## src/verilog/tar_defs.svh

```systemverilog
// Constants for the thermal alarm registers and their link
`ifndef TAR_DEFS_SVH
`define TAR_DEFS_SVH
// Pointer codes on the link
`define TAR_PTR_READING 2'h0
`define TAR_PTR_SETUP 2'h1
`define TAR_PTR_RELEASE 2'h2
`define TAR_PTR_OVER 2'h3
// Setup byte fields
`define TAR_SETUP_RSVD_MSB 7
`define TAR_SETUP_RSVD_LSB 5
`define TAR_SETUP_TRIP_MSB 4
`define TAR_SETUP_TRIP_LSB 3
`define TAR_SETUP_POL_BIT 2
`define TAR_SETUP_MODE_BIT 1
`define TAR_SETUP_SHDN_BIT 0
// Reset values
`define TAR_SETUP_RST 8'h00
`define TAR_OVER_RST 9'h0A0
`define TAR_RELEASE_RST 9'h096
`define TAR_READING_RST 11'h000
// Padding below the data in the lower byte
`define TAR_READING_PAD 5'h00
`define TAR_LIMIT_PAD 7'h00
// Host register byte offsets
`define TAR_HOST_CMD 4'h0
`define TAR_HOST_DATA 4'h4
`define TAR_HOST_STATUS 4'h8
`define TAR_HOST_RDATA 4'hC
// Host command fields
`define TAR_CMD_WRITE_BIT 2
`define TAR_CMD_TWO_BIT 3
`endif

```

## src/verilog/tar_pkg.sv

```systemverilog
// Types and helpers shared by both ends of the thermal alarm link
`default_nettype none
package tar_pkg;
    typedef enum logic [2:0] {
        TAR_IDLE = 3'b000,
        TAR_XFER = 3'b001,
        TAR_WAIT = 3'b010,
        TAR_STOP = 3'b011
    } tar_host_state_t;

    // Trip count for a fault queue code
    function automatic logic [2:0] tar_trip_count(input logic [1:0] sel);
        unique case (sel)
            2'b00: tar_trip_count = 3'h1;
            2'b01: tar_trip_count = 3'h2;
            2'b10: tar_trip_count = 3'h4;
            2'b11: tar_trip_count = 3'h6;
        endcase
    endfunction
endpackage
`default_nettype wire
```

## src/verilog/tar_link_if.sv

```systemverilog
// Byte link between the host controller and the alarm registers
`timescale 1ns/1ps
`default_nettype none
interface tar_link_if;
    logic start;
    logic write;
    logic [1:0] ptr;
    logic strb;
    logic [7:0] wbyte;
    logic stop;
    logic rvalid;
    logic [7:0] rbyte;

    modport device(input start, input write, input ptr, input strb, input wbyte,
                   input stop, output rvalid, output rbyte);
    modport host(output start, output write, output ptr, output strb, output wbyte,
                 output stop, input rvalid, input rbyte);
endinterface
`default_nettype wire

```

## src/verilog/tar_alarm.sv

```systemverilog
// Limit comparison, fault queue and alert state
`timescale 1ns/1ps
`default_nettype none
`include "tar_defs.svh"
module tar_alarm
    import tar_pkg::*;
(
    input wire logic clk,
    input wire logic rst_n,
    input wire logic conv_done,
    input wire logic [10:0] reading,
    input wire logic [8:0] over_limit,
    input wire logic [8:0] release_limit,
    input wire logic [1:0] trip_count_select,
    input wire logic alert_mode_select,
    input wire logic shutdown,
    input wire logic read_clear,
    output logic alert_active
);
    logic alert_reg;
    logic expect_low_reg;
    logic [2:0] count_reg;
    logic [8:0] top9;
    logic above;
    logic below;
    logic look_low;
    logic fault;
    logic eval;
    logic [2:0] count_next;
    logic hit;

    assign top9 = reading[10:2];
    assign above = $signed(top9) > $signed(over_limit);
    assign below = $signed(top9) < $signed(release_limit);
    // Direction of the next trip
    assign look_low = alert_mode_select ? expect_low_reg : alert_reg;
    assign fault = look_low ? below : above;
    // No evaluation while stopped or while an interrupt is pending
    assign eval = conv_done && !shutdown && !(alert_mode_select && alert_reg);
    assign count_next = count_reg + 3'h1;
    assign hit = fault && (count_next >= tar_trip_count(trip_count_select));
    assign alert_active = alert_reg;

    // Consecutive fault counter
    always_ff @(posedge clk) begin
        if (!rst_n) begin
            count_reg <= 3'h0;
        end else if (eval) begin
            count_reg <= (hit || !fault) ? 3'h0 : count_next;
        end
    end

    // Alert state; a trip wins over a clear in the same cycle
    always_ff @(posedge clk) begin
        if (!rst_n) begin
            alert_reg <= 1'b0;
        end else if (eval && hit) begin
            alert_reg <= alert_mode_select ? 1'b1 : !alert_reg;
        end else if (alert_mode_select && (read_clear || shutdown)) begin
            alert_reg <= 1'b0;
        end
    end

    // Alternating trip direction in interrupt behaviour
    always_ff @(posedge clk) begin
        if (!rst_n) begin
            expect_low_reg <= 1'b0;
        end else if (eval && hit && alert_mode_select) begin
            expect_low_reg <= !expect_low_reg;
        end
    end
endmodule
`default_nettype wire

```

## src/verilog/tar_device.sv

```systemverilog
// Thermal alarm register bank, device end of the link
// Contract
// - Setup byte is writable and reads back
// - Setup bits 7-5 reserved, default zero
// - Bits 4-3 pick 1, 2, 4 or 6 faults
// - Bit 2 sets alert active level
// - Bit 1 picks comparator or interrupt behaviour
// - Bit 0 set stops conversions
// - Reading is read-only, upper byte first
// - Reading is 11-bit, 0.125 degree steps
// - Reading lower byte bits 4-0 are zero
// - Each conversion loads the reading
// - Host collects all sixteen reading bits
// - One-byte reading read gives upper byte
// - Limits are 9-bit, writable and readable
// - Limit lower byte bits 6-0 read zero
// - Host collects all sixteen limit bits
// - Each conversion compares against both limits; code uses one limit per trip direction, none while an interrupt is pending
// - Comparison uses top nine reading bits
// - Comparator: set above over, clear below release
// - Interrupt: held until read, directions alternate
// - Trip needs selected run of faulty conversions
//
// The Avalon-MM register port and the address map were left to the implementer.
`timescale 1ns/1ps
`default_nettype none
`include "tar_defs.svh"
module tar_device
    import tar_pkg::*;
(
    input wire logic CLK,
    input wire logic RST_N,
    tar_link_if.device LINK,
    input wire logic CONV_DONE,
    input wire logic [10:0] CONV_VALUE,
    output logic ALERT_OUT,
    output logic CONVERT_EN,
    output logic [7:0] SETUP_VIEW
);
    logic [7:0] setup_reg;
    logic [8:0] over_reg;
    logic [8:0] release_reg;
    logic [10:0] reading_reg;
    logic [1:0] ptr_reg;
    logic write_reg;
    logic [1:0] cnt_reg;
    logic [15:0] buf_reg;
    logic [15:0] snap_reg;
    logic rvalid_reg;
    logic [7:0] rbyte_reg;
    logic alert_out_reg;
    logic convert_en_reg;
    logic alert_active;
    logic shutdown;
    logic conv_take;
    logic read_clear;
    logic commit;

    // Sixteen-bit image of a register as the link shows it
    function automatic logic [15:0] reg_image(input logic [1:0] ptr);
        unique case (ptr)
            `TAR_PTR_READING: reg_image = {reading_reg, `TAR_READING_PAD};
            `TAR_PTR_SETUP: reg_image = {setup_reg, 8'h00};
            `TAR_PTR_RELEASE: reg_image = {release_reg, `TAR_LIMIT_PAD};
            `TAR_PTR_OVER: reg_image = {over_reg, `TAR_LIMIT_PAD};
        endcase
    endfunction

    // Byte of the snapshot for a byte position
    function automatic logic [7:0] pick_byte(input logic [15:0] word, input logic [1:0] idx);
        unique case (idx)
            2'h0: pick_byte = word[15:8];
            2'h1: pick_byte = word[7:0];
            default: pick_byte = 8'h00;
        endcase
    endfunction

    assign shutdown = setup_reg[`TAR_SETUP_SHDN_BIT];
    assign conv_take = CONV_DONE && !shutdown;
    assign read_clear = LINK.stop && !write_reg && (cnt_reg != 2'h0);
    assign commit = LINK.stop && write_reg;

    assign LINK.rvalid = rvalid_reg;
    assign LINK.rbyte = rbyte_reg;
    assign ALERT_OUT = alert_out_reg;
    assign CONVERT_EN = convert_en_reg;
    assign SETUP_VIEW = setup_reg;

    tar_alarm u_alarm (
        .clk(CLK),
        .rst_n(RST_N),
        .conv_done(conv_take),
        .reading(CONV_VALUE),
        .over_limit(over_reg),
        .release_limit(release_reg),
        .trip_count_select(setup_reg[`TAR_SETUP_TRIP_MSB:`TAR_SETUP_TRIP_LSB]),
        .alert_mode_select(setup_reg[`TAR_SETUP_MODE_BIT]),
        .shutdown(shutdown),
        .read_clear(read_clear),
        .alert_active(alert_active)
    );

    // Transaction header: pointer and direction
    always_ff @(posedge CLK) begin
        if (!RST_N) begin
            ptr_reg <= `TAR_PTR_READING;
            write_reg <= 1'b0;
        end else if (LINK.start) begin
            ptr_reg <= LINK.ptr;
            write_reg <= LINK.write;
        end
    end

    // Byte position within the transaction, saturating at two
    always_ff @(posedge CLK) begin
        if (!RST_N) begin
            cnt_reg <= 2'h0;
        end else if (LINK.start) begin
            cnt_reg <= 2'h0;
        end else if (LINK.strb && cnt_reg != 2'h2) begin
            cnt_reg <= cnt_reg + 2'h1;
        end
    end

    // Write bytes collect upper first
    always_ff @(posedge CLK) begin
        if (!RST_N) begin
            buf_reg <= 16'h0000;
        end else if (LINK.strb && write_reg) begin
            if (cnt_reg == 2'h0) begin
                buf_reg[15:8] <= LINK.wbyte;
            end else if (cnt_reg == 2'h1) begin
                buf_reg[7:0] <= LINK.wbyte;
            end
        end
    end

    // Word snapshot keeps both read bytes from one value
    always_ff @(posedge CLK) begin
        if (!RST_N) begin
            snap_reg <= 16'h0000;
        end else if (LINK.start) begin
            snap_reg <= reg_image(LINK.ptr);
        end
    end

    // Read bytes, upper byte first, one cycle after the strobe
    always_ff @(posedge CLK) begin
        if (!RST_N) begin
            rvalid_reg <= 1'b0;
            rbyte_reg <= 8'h00;
        end else begin
            rvalid_reg <= LINK.strb && !write_reg;
            if (LINK.strb && !write_reg) begin
                rbyte_reg <= pick_byte(snap_reg, cnt_reg);
            end
        end
    end

    // Setup byte, all eight bits stored as written
    always_ff @(posedge CLK) begin
        if (!RST_N) begin
            setup_reg <= `TAR_SETUP_RST;
        end else if (commit && ptr_reg == `TAR_PTR_SETUP && cnt_reg != 2'h0) begin
            setup_reg <= buf_reg[15:8];
        end
    end

    // Over limit, only a full two-byte write commits
    always_ff @(posedge CLK) begin
        if (!RST_N) begin
            over_reg <= `TAR_OVER_RST;
        end else if (commit && ptr_reg == `TAR_PTR_OVER && cnt_reg == 2'h2) begin
            over_reg <= buf_reg[15:7];
        end
    end

    // Release limit, only a full two-byte write commits
    always_ff @(posedge CLK) begin
        if (!RST_N) begin
            release_reg <= `TAR_RELEASE_RST;
        end else if (commit && ptr_reg == `TAR_PTR_RELEASE && cnt_reg == 2'h2) begin
            release_reg <= buf_reg[15:7];
        end
    end

    // Reading word, writes to it are ignored
    always_ff @(posedge CLK) begin
        if (!RST_N) begin
            reading_reg <= `TAR_READING_RST;
        end else if (conv_take) begin
            reading_reg <= CONV_VALUE;
        end
    end

    // Alert level with polarity applied
    always_ff @(posedge CLK) begin
        if (!RST_N) begin
            alert_out_reg <= 1'b1;
        end else begin
            alert_out_reg <= alert_active ^ !setup_reg[`TAR_SETUP_POL_BIT];
        end
    end

    // Conversion request to the converter
    always_ff @(posedge CLK) begin
        if (!RST_N) begin
            convert_en_reg <= 1'b1;
        end else begin
            convert_en_reg <= !shutdown;
        end
    end
endmodule
`default_nettype wire

```

## src/flat_wrapper.sv

```systemverilog
// flat-port wrapper written by rule: the top's interface ports become plain ports
module tar_device_flat import tar_pkg::*;
  (CLK, RST_N, CONV_DONE, CONV_VALUE, ALERT_OUT, CONVERT_EN, SETUP_VIEW, LINK_start, LINK_write, LINK_ptr, LINK_strb, LINK_wbyte, LINK_stop, LINK_rvalid, LINK_rbyte);
  tar_link_if LINK_i ();
  input wire logic CLK;
  input wire logic RST_N;
  input wire logic CONV_DONE;
  input wire logic [10:0] CONV_VALUE;
  output logic ALERT_OUT;
  output logic CONVERT_EN;
  output logic [7:0] SETUP_VIEW;
  input wire logic [$bits(LINK_i.start)-1:0] LINK_start;
  input wire logic [$bits(LINK_i.write)-1:0] LINK_write;
  input wire logic [$bits(LINK_i.ptr)-1:0] LINK_ptr;
  input wire logic [$bits(LINK_i.strb)-1:0] LINK_strb;
  input wire logic [$bits(LINK_i.wbyte)-1:0] LINK_wbyte;
  input wire logic [$bits(LINK_i.stop)-1:0] LINK_stop;
  output wire logic [$bits(LINK_i.rvalid)-1:0] LINK_rvalid;
  output wire logic [$bits(LINK_i.rbyte)-1:0] LINK_rbyte;
  assign LINK_i.start = LINK_start;
  assign LINK_i.write = LINK_write;
  assign LINK_i.ptr = LINK_ptr;
  assign LINK_i.strb = LINK_strb;
  assign LINK_i.wbyte = LINK_wbyte;
  assign LINK_i.stop = LINK_stop;
  assign LINK_rvalid = LINK_i.rvalid;
  assign LINK_rbyte = LINK_i.rbyte;
  tar_device u_core (.CLK(CLK), .RST_N(RST_N), .LINK(LINK_i), .CONV_DONE(CONV_DONE), .CONV_VALUE(CONV_VALUE), .ALERT_OUT(ALERT_OUT), .CONVERT_EN(CONVERT_EN), .SETUP_VIEW(SETUP_VIEW));
endmodule
```

## config.mk

```make
export PLATFORM = sky130hd
export DESIGN_NAME = tar_device_flat
export DESIGN_NICKNAME = d
export VERILOG_FILES = /design/src/verilog/tar_pkg.sv /design/src/verilog/tar_link_if.sv /design/src/verilog/tar_alarm.sv /design/src/verilog/tar_device.sv /design/src/flat_wrapper.sv
export VERILOG_INCLUDE_DIRS = /design/src /design/src/verilog
export SDC_FILE = /design/constraint.sdc
export NUM_CORES = 1
export LEC_CHECK = 0
export BUFFER_PORTS_ARGS = -buffer_cell sky130_fd_sc_hd__buf_2
export CAP_MARGIN = 5
export CORE_ASPECT_RATIO = 1.1
export CORE_UTILIZATION = 62
export CTS_CLUSTER_DIAMETER = 40
export DETAILED_ROUTE_END_ITERATION = 10
export GPL_ROUTABILITY_DRIVEN = 0
export GPL_TIMING_DRIVEN = 0
export HOLD_SLACK_MARGIN = 0.08
export MAX_ROUTING_LAYER = met4
export PLACE_DENSITY = 0.84
export SYNTH_ARGS = -nofsm -noshare
export SYNTH_HDL_FRONTEND = slang
export SYNTH_SLANG_ARGS = --single-unit
```

## constraint.sdc

```tcl
create_clock -name CLK -period 4.1 [get_ports CLK]
set_input_delay 0 -clock CLK [delete_from_list [all_inputs] [get_ports CLK]]
set_output_delay 0 -clock CLK [all_outputs]
set_load 0.1 [all_outputs]
```

* Word level (Yosys, flattened, before mapping)
Cells that the tools add are included.
** Storage, ports and cells
- Register bits :: 90
- Input bits :: 28
- Output and inout bits :: 19
- Logic and storage cells :: 83
** Operators by class
- $add $sub $neg :: 2
- Order comparisons :: 3
- Eq/ne operators :: 12
- Muxes and demuxes :: 9
- Bitwise logic cells :: 3
- Reductions and logical operators :: 37
** Operators by type and width (number)
- case mux 16 bit (4 select lines) :: 1
- logical AND 1 bit :: 20
- case mux 8 bit (2 select lines) :: 1
- equality test 2 bit (second input constant) :: 7
- case mux 3 bit (4 select lines) :: 1
- > comparator 9 bit :: 1
- < comparator 9 bit :: 1
- equality test 2 x 1 -> 1 bit (second input constant) :: 4
- logical NOT 1 bit :: 7
- logical NOT 2 bit :: 3
- two-way mux 1 bit :: 5
- nonzero test 2 bit :: 2
- adder 3 x 1 -> 3 bit (second input constant) :: 1
- greater-or-equal comparator 3 bit :: 1
- two-way mux 3 bit :: 1
- AND reduction 3 bit :: 1
- adder 2 x 1 -> 2 bit (second input constant) :: 1
- logical OR 1 bit :: 2
- inequality test 2 bit (second input constant) :: 1
- inverter 1 bit :: 2
- AND reduction 2 bit :: 1
- OR reduction 2 bit :: 1
- bitwise XOR 1 bit :: 1

* Depth between registers and ports, before layout
Gate-level depths: netlist of the first run.
- Word-level depth :: 7
- Depth in mapped cells :: 8
- Mapped depth without buffers :: 8

* By module
A second synthesis of the first run with hierarchy kept.
** Unflattened totals
- Cells, all modules :: 416
- Area total of the unflattened synthesis :: 3911.3 um2
** By module, submodules not included
- tar_device :: times used 1, cells each 313, area an instance 3065.4 um2, sequential area each 1461.4 um2
- tar_alarm :: times used 1, cells each 103, area an instance 845.8 um2, sequential area each 100.1 um2

* Least setup slack after synthesis of the first run
OpenSTA, ideal clock, no wires.
- Path type :: register to register
- From :: reg u_core.setup_reg[3] (netlist: u_core.SETUP_VIEW[3])
- To :: reg u_core.u_alarm.alert_reg (netlist: u_core.u_alarm.alert_active)
- Setup time :: 0.122 ns
- Arrival :: 2.047 ns
- Required time :: 3.978 ns
- Setup slack :: 1.932 ns
- Stages on the path, launching flop included :: 7
- Buffers on the path :: 0
- Period minus slack after synthesis :: 2.168 ns
- Path through :: dfxtp_1 nor2_1 ha_1 o21ai_0 a21oi_1 a311o_2 o311a_1
** On the way
- Cells in the longest elaborated chain, start to end :: 6
- Elaborated cells between the ends (all ways) :: 10
- Those cells by class :: order compare (1); eq/ne (3); mux (2); reduce/logical (4)
** RTL lines
- from (decl) :: line tar_device.sv:40 : logic [7:0] setup_reg;
- from (signal assigned) :: line tar_device.sv:163 : setup_reg <= `TAR_SETUP_RST;
- from (signal assigned) :: line tar_device.sv:165 : setup_reg <= buf_reg[15:8];
- equality test 2 bit, or another cell as far along :: line tar_pkg.sv:13 : unique case (sel)
- case mux 3 bit (4 select lines) (*) :: line tar_pkg.sv:13
- greater-or-equal comparator 3 bit (*) :: line tar_alarm.sv:41 : assign hit = fault && (count_next >= tar_trip_count(trip_count_select));
- logical AND 1 bit (*) :: line tar_alarm.sv:41
- logical AND 1 bit (*) :: line tar_alarm.sv:57 : end else if (eval && hit) begin
- two-way mux 1 bit / nonzero test 2 bit (equally long branches)
- to (signal assigned) :: line tar_alarm.sv:58 : alert_reg <= alert_mode_select ? 1'b1 : !alert_reg;
- to (decl) :: line tar_alarm.sv:20 : logic alert_reg;
Mark *: on every way between the ends. The rest lies on a longest branch, timed or not.
A chain may end at the register's enable or synchronous reset.

* Worst setup path in the final report of the first run
- From :: reg u_core.release_reg[7]
- To :: reg u_core.u_alarm.alert_reg (netlist: u_core.u_alarm.alert_active)
** On the way
- Cells in the longest elaborated chain, start to end :: 5
- Elaborated cells between the ends (all ways) :: 6
- Those cells by class :: order compare (1); mux (2); reduce/logical (3)
** RTL lines
- from (decl) :: line tar_device.sv:42 : logic [8:0] release_reg;
- from (signal assigned) :: line tar_device.sv:181 : release_reg <= `TAR_RELEASE_RST;
- from (signal assigned) :: line tar_device.sv:183 : release_reg <= buf_reg[15:7];
- < comparator 9 bit (*) :: line tar_alarm.sv:34 : assign below = $signed(top9) < $signed(release_limit);
- two-way mux 1 bit (*) :: line tar_alarm.sv:37 : assign fault = look_low ? below : above;
- logical AND 1 bit (*) :: line tar_alarm.sv:41
- logical AND 1 bit (*) :: line tar_alarm.sv:57
- two-way mux 1 bit / nonzero test 2 bit (equally long branches)
Marked as above.

==> results of run 1 <==
==> metal layers <==
layer  vias to the layer above  wire length (microns)
li1                       1546                      -
met1                      1554                   3700
met2                       136                   4850
met3                        31                    569
met4                         0                    329
met5                         -                      0
==> repair_timing <==
action                                 in CTS  in global routing
endpoints found under the hold margin      24                  0
gates resized for setup                     0                  0
hold buffers                               24                  0
setup buffers                               0                  0
==> cell type report <==
class,count,area share (%)
sequential,78,35.1
inverter,26,2.19
clock buffer,15,4.19
tap,77,2.17
timing repair buffer,68,10.3
buffer,23,2.19
multi-input combinational,276,43.8
==> worst max-delay path, delay by kind of cell, from the launching register on <==
kind | cells | cell delay [ns]
adder cells (fa/ha/maj) | 1 | 0.33
AND/OR/NAND/NOR | 3 | 0.71
AO/OA/AOI/OAI | 3 | 0.76
flip-flops | 1 | 0.33
buffers and inverters | 1 | 0.06
==> through the flow <==
step,cells,power [mW],area (sq um),worst slack [ns],hold WS (ns)
2_1_floorplan,403,0.928,3710,1.93,0.136
3_3_place_gp,524,0.976,4020,1.89,0.231
3_5_place_dp,524,0.981,4020,1.88,0.237
4_1_cts,563,1.54,4450,1.86,0.146
5_1_grt,563,1.58,4450,1.76,0.190
6_report,563,1.54,4450,1.83,0.162
==> synthesized netlist by cell type (all sizes together) (2+ instances only) <==
cell / n / area share [%]
a211oi: 2 / 0.68
a21o: 3 / 0.61
a21oi: 23 / 3.1
a221oi: 3 / 0.71
and3: 2 / 0.37
buf: 11 / 1.4
clkbuf: 12 / 1.2
dfxtp: 78 / 42
ha: 24 / 8.1
inv: 26 / 2.6
mux2i: 43 / 12
mux4: 8 / 4.9
nand2: 41 / 4.2
nand2b: 9 / 1.5
nand3: 18 / 2.4
nand4: 3 / 0.51
nor2: 59 / 6.0
nor2b: 5 / 0.84
nor3: 5 / 0.98
o211ai: 9 / 1.8
o21ai: 7 / 0.95
xor2: 2 / 0.47
==> power by group through the flow <==
| stage | registers, mW | logic [mW] | clock network, mW |
|---|---|---|---|
| finish | 0.789 | 0.198 | 0.550 |
| global route | 0.791 | 0.212 | 0.576 |
| CTS | 0.789 | 0.194 | 0.553 |
| detailed placement | 0.806 | 0.174 | 0 |
| global placement | 0.805 | 0.170 | 0 |
| floorplan | 0.834 | 0.0948 | 0 |
==> worst paths after layout <==
path / depth (start not counted) / endpoint / slack, ns
min reg2reg: 2 / u_core.LINK.rbyte[3]$_SDFFE_PN0P_ / 0.45
max: 8 / u_core.u_alarm.alert_active$_SDFFE_PN0P_ / 1.83
max reg2reg: 8 / u_core.u_alarm.alert_active$_SDFFE_PN0P_ / 1.83
min: 3 / u_core.snap_reg[10]$_SDFFE_PN0P_ / 0.16
==> cell families (layout without fill, tap and decap cells) <==
logic type | after synthesis | in the layout
and+or+nand+nor | 146 | 146
AOI/OAI and AO/OA | 52 | 52
xor gates and xnor gates | 3 | 3
DFF | 78 | 78
muxes | 51 | 51
buffers and inverters | 49 | 132
adders and majority gates | 24 | 24
==> impl_metrics.tcl, run 1 <==
set metrics [dict create \
    gr-usage-met3_pct 6.43 \
    globalRouteOverflowTotal 0 \
    grt.busiest_layer "met2" \
    root_buffer "sky130_fd_sc_hd__clkbuf_8" \
    first_global_vias 3265 \
    worst_ep_required_ns 4.35 \
    synthesis.nets 455 \
    synth_xor_area_share_pct 0.709 \
    die_w_microns 75.7 \
    clk_pin_slew_worst_paths_ns 0.08 \
    design.die.area_sq_um 6290 \
    postRouteAntennaNets 0 \
    cellLeakagePower_nw 1.91 \
    post-route-drc-count 2 \
    routed_len_inst_microns 16.8 \
    power_per_cell_area_nw_per_um2 345 \
    power_frac_clock_pct 35.8 \
    synth_edf_count 0 \
    global_route_wire_length_before_repair_microns 15300 \
    largest_family_of_logic_cells_by_synthesized_area "simple AND/OR/NAND/NOR gates" \
    final_core_utilization_pct 77.1 \
    timing.critical_path.mode_cell "sky130_fd_sc_hd__nand2_1" \
    setup_viol 0 \
    synth_cell_type_count 37 \
    cts_tree "built" \
    synth.cell_area_sq_um 3710 \
    drt_wl_total_microns 9460 \
    initial_core_util_pct 64.2 \
    ys_seq_elements 78 \
    fmax_mhz 440 \
    slew_viol_final 0 \
    grt_use_met1_pct 38.5 \
    cts_max_level 3 \
    cts_buffers 9 \
    layout.cells.most_common "sky130_fd_sc_hd__dfxtp_1" \
    syn_area_per_cell_sq_um 9.20 \
    worst_setup_path_start_kind "register" \
    internal-power_mw 1.14 \
    final_net_count 534 \
    asyncSetResetFlopFracSynth_pct 0 \
    fin_setup_tns_ns 0 \
    initial_antenna_violation_count 0 \
    mostFrequentLayoutCells "sky130_fd_sc_hd__dfxtp_1, sky130_fd_sc_hd__nor2_1, sky130_fd_sc_hd__buf_2" \
    failing_checks "DRC" \
    post-route-min-period_ns 2.27 \
    viasPerCell 5.80 \
    syn-instance-count 403 \
    layout_worst_path_cycle_share_pct 55.5 \
    clk_path_buf_depth 2 \
    post_synth_mux_area_share_pct 16.5 \
    seq_area_frac_synth_pct 42.1 \
    worst_slew_pin_slew_ns 0.703 \
    grt_setup_unrepaired "false" \
    hold_viol_final 0 \
    port_buffers 44 \
    ir_worst_vdd_mv 0.289 \
    flow.area_growth_from_synthesis_pct 20.1 \
    ys_dominant_reg_cell "sky130_fd_sc_hd__dfxtp_1" \
    antennaDiodeCount 0 \
    path_cells "inv_1 -> ha_1 -> a211oi_2 -> nand2_1 -> or4_4 -> a31oi_4 -> nand2_1 -> o311a_1" \
    hold_start "LINK_start" \
    design.core.area_sq_um 5770 \
    worst_skew_pair.late_latency_ns 0.36 \
    yosys.area_share.simple_pct 17.9 \
    capturing_element_type_of_the_critical_path "register" \
    grtUsageMet2_pct 56.0 \
    gr-usage-all-layers_pct 34.3 \
    boundary_pin_count 47 \
    multi_input_area_sq_um 1950 \
    via_count 3267 \
    nFillCells 399 \
    min-delay-path-class "in -> reg" \
    die_h_microns 83.1 \
    dp.final_hpwl_microns 6520 \
    worst_ep_arrival_time_ns 2.52 \
    result_of_the_run "finished with violations" \
    cap_violations 0 \
    switchingPower_uw 400 \
    standard_cell_rows 29 \
    synthAdderAreaFrac_pct 8.10 \
    crit_path_max_incr_delay_ns 0.54 \
    timing.clock.skew_ns 0.0104 \
    cts.sinks 78 \
    grt_start_max_net_pins 12 \
    regArea_sq_um 1560 \
    reg2reg_from "u_core.release_reg[7]$_SDFFE_PN1P_" \
    warning_count_from_the_yosys_run 0 \
    critical_path.slowest_cell "sky130_fd_sc_hd__or4_4" \
    critPathKind "reg -> reg" \
    relSlewSlack_pct 53.0 \
    share_seq_of_total_power_pct 51.4 \
    critical_path_peak_fanout 5 \
    drt_first_iter_violations 327 \
    startpoint "u_core.release_reg[7]$_SDFFE_PN1P_" \
    switching_share_pct 26.1 \
    detail_route.first_pass.iterations 8 \
    layout-drive-gt1-share_pct 16.3 \
    synth_compound_gate_area_share_pct 9.45 \
    p_comb_share_pct 12.9 \
]
Power figures use the tool's default switching activity.
==> run 2: changes to the inputs <==
--- a/config.mk
+++ b/config.mk
@@ -9,14 +9,14 @@
 export BUFFER_PORTS_ARGS = -buffer_cell sky130_fd_sc_hd__buf_2
 export CAP_MARGIN = 5
 export CORE_ASPECT_RATIO = 1.1
-export CORE_UTILIZATION = 62
+export CORE_UTILIZATION = 52
 export CTS_CLUSTER_DIAMETER = 40
 export DETAILED_ROUTE_END_ITERATION = 10
 export GPL_ROUTABILITY_DRIVEN = 0
 export GPL_TIMING_DRIVEN = 0
 export HOLD_SLACK_MARGIN = 0.08
 export MAX_ROUTING_LAYER = met4
-export PLACE_DENSITY = 0.84
+export PLACE_DENSITY = 0.75
 export SYNTH_ARGS = -nofsm -noshare
 export SYNTH_HDL_FRONTEND = slang
 export SYNTH_SLANG_ARGS = --single-unit
==> constraint.sdc (replaced) <==
create_clock -name CLK -period 2 [get_ports CLK]
set_input_delay 0 -clock CLK [delete_from_list [all_inputs] [get_ports CLK]]
set_output_delay 0 -clock CLK [all_outputs]
set_load 0.1 [all_outputs]
==> run 2 against run 1 <==
Against the previous run:
- the flow finishes with violations (setup timing)
- first-iteration DRC count fell by 65%
- count of clock-buffer cells in the layout fell by 3
- register-to-register slack got worse by 2.0 ns
- power rose by 110%
- die area rose by 19%
- worst setup slack got worse by 2.0 ns
- flip-flop and latch count did not move
- sequential share of layout area fell by 1.0 points
- design area rose by 3.6%
- critical endpoint unchanged
- highest routed layer unchanged
==> impl_metrics.tcl, run 2 (synthesis results as in run 1) <==
set metrics [dict create \
    gr-usage-all-layers_pct 28.5 \
    clk_pin_slew_worst_paths_ns 0.08 \
    multi_input_area_sq_um 2020 \
    result_of_the_run "finished with violations" \
    slew_viol_final 0 \
    min-delay-path-class "in -> reg" \
    cap_violations 0 \
    critPathBufInv 1 \
    fmax_mhz 467 \
    design.core.area_sq_um 6750 \
    design.die.area_sq_um 7470 \
    worst-r2r-setup-slack_ns -0.14 \
    capturing_element_type_of_the_critical_path "register" \
    via_count 3196 \
    final_net_count 542 \
    dp.final_hpwl_microns 6430 \
    critical_path.reg2reg.endpoint "u_core.u_alarm.alert_active$_SDFFE_PN0P_" \
    globalRouteOverflowTotal 0 \
    critical_path_peak_fanout 5 \
    viasPerCell 5.54 \
    cts_max_level 3 \
    flow.area_growth_from_synthesis_pct 24.4 \
    grt_setup_unrepaired "true" \
    port_buffers 44 \
    routed_len_inst_microns 16.5 \
    worst_ep_required_ns 2.25 \
    critical_path.slowest_cell "sky130_fd_sc_hd__or4_4" \
    initial_antenna_violation_count 0 \
    min_to "u_core.snap_reg[9]$_SDFFE_PN0P_" \
    critPathKind "reg -> reg" \
    detail_route.first_pass.iterations 4 \
    worst_ep_arrival_time_ns 2.39 \
    failing_checks "setup timing" \
    path_cells "inv_1 -> ha_2 -> o21ai_2 -> nor2_1 -> or4_4 -> a31oi_4 -> nand2_1 -> o311a_1" \
    worst_skew_pair.late_latency_ns 0.36 \
    antennaDiodeCount 0 \
    cellLeakagePower_nw 1.94 \
    cts.sinks 78 \
    crit_path_max_incr_delay_ns 0.55 \
    initial_core_util_pct 54.9 \
    first_global_vias 3141 \
    nFillCells 567 \
    mostFrequentLayoutCells "sky130_fd_sc_hd__dfxtp_1, sky130_fd_sc_hd__nor2_1, sky130_fd_sc_hd__buf_2" \
    root_buffer "sky130_fd_sc_hd__clkbuf_8" \
    layout.cells.most_common "sky130_fd_sc_hd__dfxtp_1" \
    relSlewSlack_pct 56.4 \
    postRouteAntennaNets 0 \
    die_w_microns 82.5 \
    worst-r2r-cell-count 8 \
    cts_buffers 9 \
    die_h_microns 90.5 \
    worst_setup_path_start_kind "register" \
    cts_tree "built" \
    clk_path_buf_depth 2 \
    post-route-min-period_ns 2.14 \
    post-route-drc-count 0 \
    hold_depth 3 \
    drt_first_iter_violations 116 \
    final.setup.worst_slack_ns -0.140 \
    reg2reg_from "u_core.release_reg[3]$_SDFFE_PN0P_" \
    ir_worst_vdd_mv 0.499 \
    fin_setup_tns_ns -0.323 \
    layout_worst_path_cycle_share_pct 107 \
    timing.clock.skew_ns 0.00976 \
    power_per_cell_area_nw_per_um2 688 \
    worst_slew_pin_slew_ns 0.654 \
    regArea_sq_um 1570 \
    standard_cell_rows 31 \
    hold_viol_final 0 \
    drt_wl_total_microns 9520 \
    cp_top_family "simple AND/OR/NAND/NOR gates" \
    boundary_pin_count 47 \
    global_route_wire_length_before_repair_microns 15300 \
    setup_viol 3 \
    layout-drive-gt1-share_pct 21.6 \
    finalPower_mw 3.17 \
    hold_start "LINK_start" \
    grt_start_max_net_pins 13 \
]
-- run 2: changes by cell type in the layout (fill, tap and decap cells not counted), sizes merged --
| cell | change |
|---|---|
| clkinv | +2 |
| bufinv | +1 |
| clkinvlp | +1 |
| buf | +8 |
| clkbuf | -3 |
-- run 2: worst max-delay path by stage --
stage	start	endpoint	slack, ns	depth (start not counted)
floorplan	u_core.release_reg[2]$_SDFFE_PN1P_	u_core.u_alarm.alert_active$_SDFFE_PN0P_	0.005	8
global placement	u_core.cnt_reg[0]$_SDFFE_PP0P_	u_core.SETUP_VIEW[1]$_SDFFE_PN0P_	-0.11	7
detailed placement	u_core.cnt_reg[0]$_SDFFE_PP0P_	u_core.SETUP_VIEW[4]$_SDFFE_PN0P_	-0.15	7
CTS	u_core.release_reg[2]$_SDFFE_PN1P_	u_core.u_alarm.alert_active$_SDFFE_PN0P_	-0.07	8
global route	u_core.release_reg[3]$_SDFFE_PN0P_	u_core.u_alarm.alert_active$_SDFFE_PN0P_	-0.21	8
finish	u_core.release_reg[3]$_SDFFE_PN0P_	u_core.u_alarm.alert_active$_SDFFE_PN0P_	-0.14	8
-- run 2: layout make-up --
cell class	count	area share (%)
repair buffers	77	11.7
inverters	26	2.12
multi-input cells	276	43.8
flip-flops and latches	78	34.1
clock inverters	4	1.03
well taps	82	2.23
clock buffers	12	2.93
plain buffers	22	2.09
-- run 2: worst register-to-register path, cell delays in order, from the launching register on --
cell and delay, ns:
sky130_fd_sc_hd__dfxtp_2 0.33, sky130_fd_sc_hd__inv_1 0.05, sky130_fd_sc_hd__ha_2 0.28, sky130_fd_sc_hd__o21ai_2 0.12
sky130_fd_sc_hd__nor2_1 0.06, sky130_fd_sc_hd__or4_4 0.55, sky130_fd_sc_hd__a31oi_4 0.25, sky130_fd_sc_hd__nand2_1 0.09
sky130_fd_sc_hd__o311a_1 0.30
-- run 2: metal layers --
metal | wire, microns | up-vias | global-route usage (%)
met4 | 321 | 0 | 12.1
met3 | 509 | 27 | 6.67
met2 | 4710 | 110 | 45.7
li1 | - | 1559 | -
met5 | 0 | - | -
met1 | 3980 | 1500 | 33.7
-- run 2: metrics by stage --
stage	instances	setup slack, ns	hold slack, ns	instance area, sq um	util [%]
final	577	-0.140	0.138	4610	68.3
after global routing	577	-0.208	0.164	4610	68.3
after CTS	572	-0.0695	0.133	4540	67.3
after detailed placement	529	-0.150	0.238	4060	60.1
after global placement	529	-0.110	0.229	4060	60.1
after floorplan	403	0.00544	0.136	3730	-
-- run 2: repair_timing --
| action | CTS | global route |
|---|---|---|
| gates resized for setup | 10 | 9 |
| pin swaps | 3 | 3 |
| hold endpoints to repair | 23 | 0 |
| setup buffers | 3 | 6 |
| hold buffers | 24 | 0 |
| setup endpoints to repair | 22 | 16 |
-- run 2: power by group --
part           switching, mW  leakage (nW)  total [mW]  internal [mW]
logic                  0.254          1.22       0.416          0.162
clock network          0.565        0.0904        1.14          0.574
registers             0.0258         0.634        1.62           1.59
total                  0.845          1.94        3.17           2.33
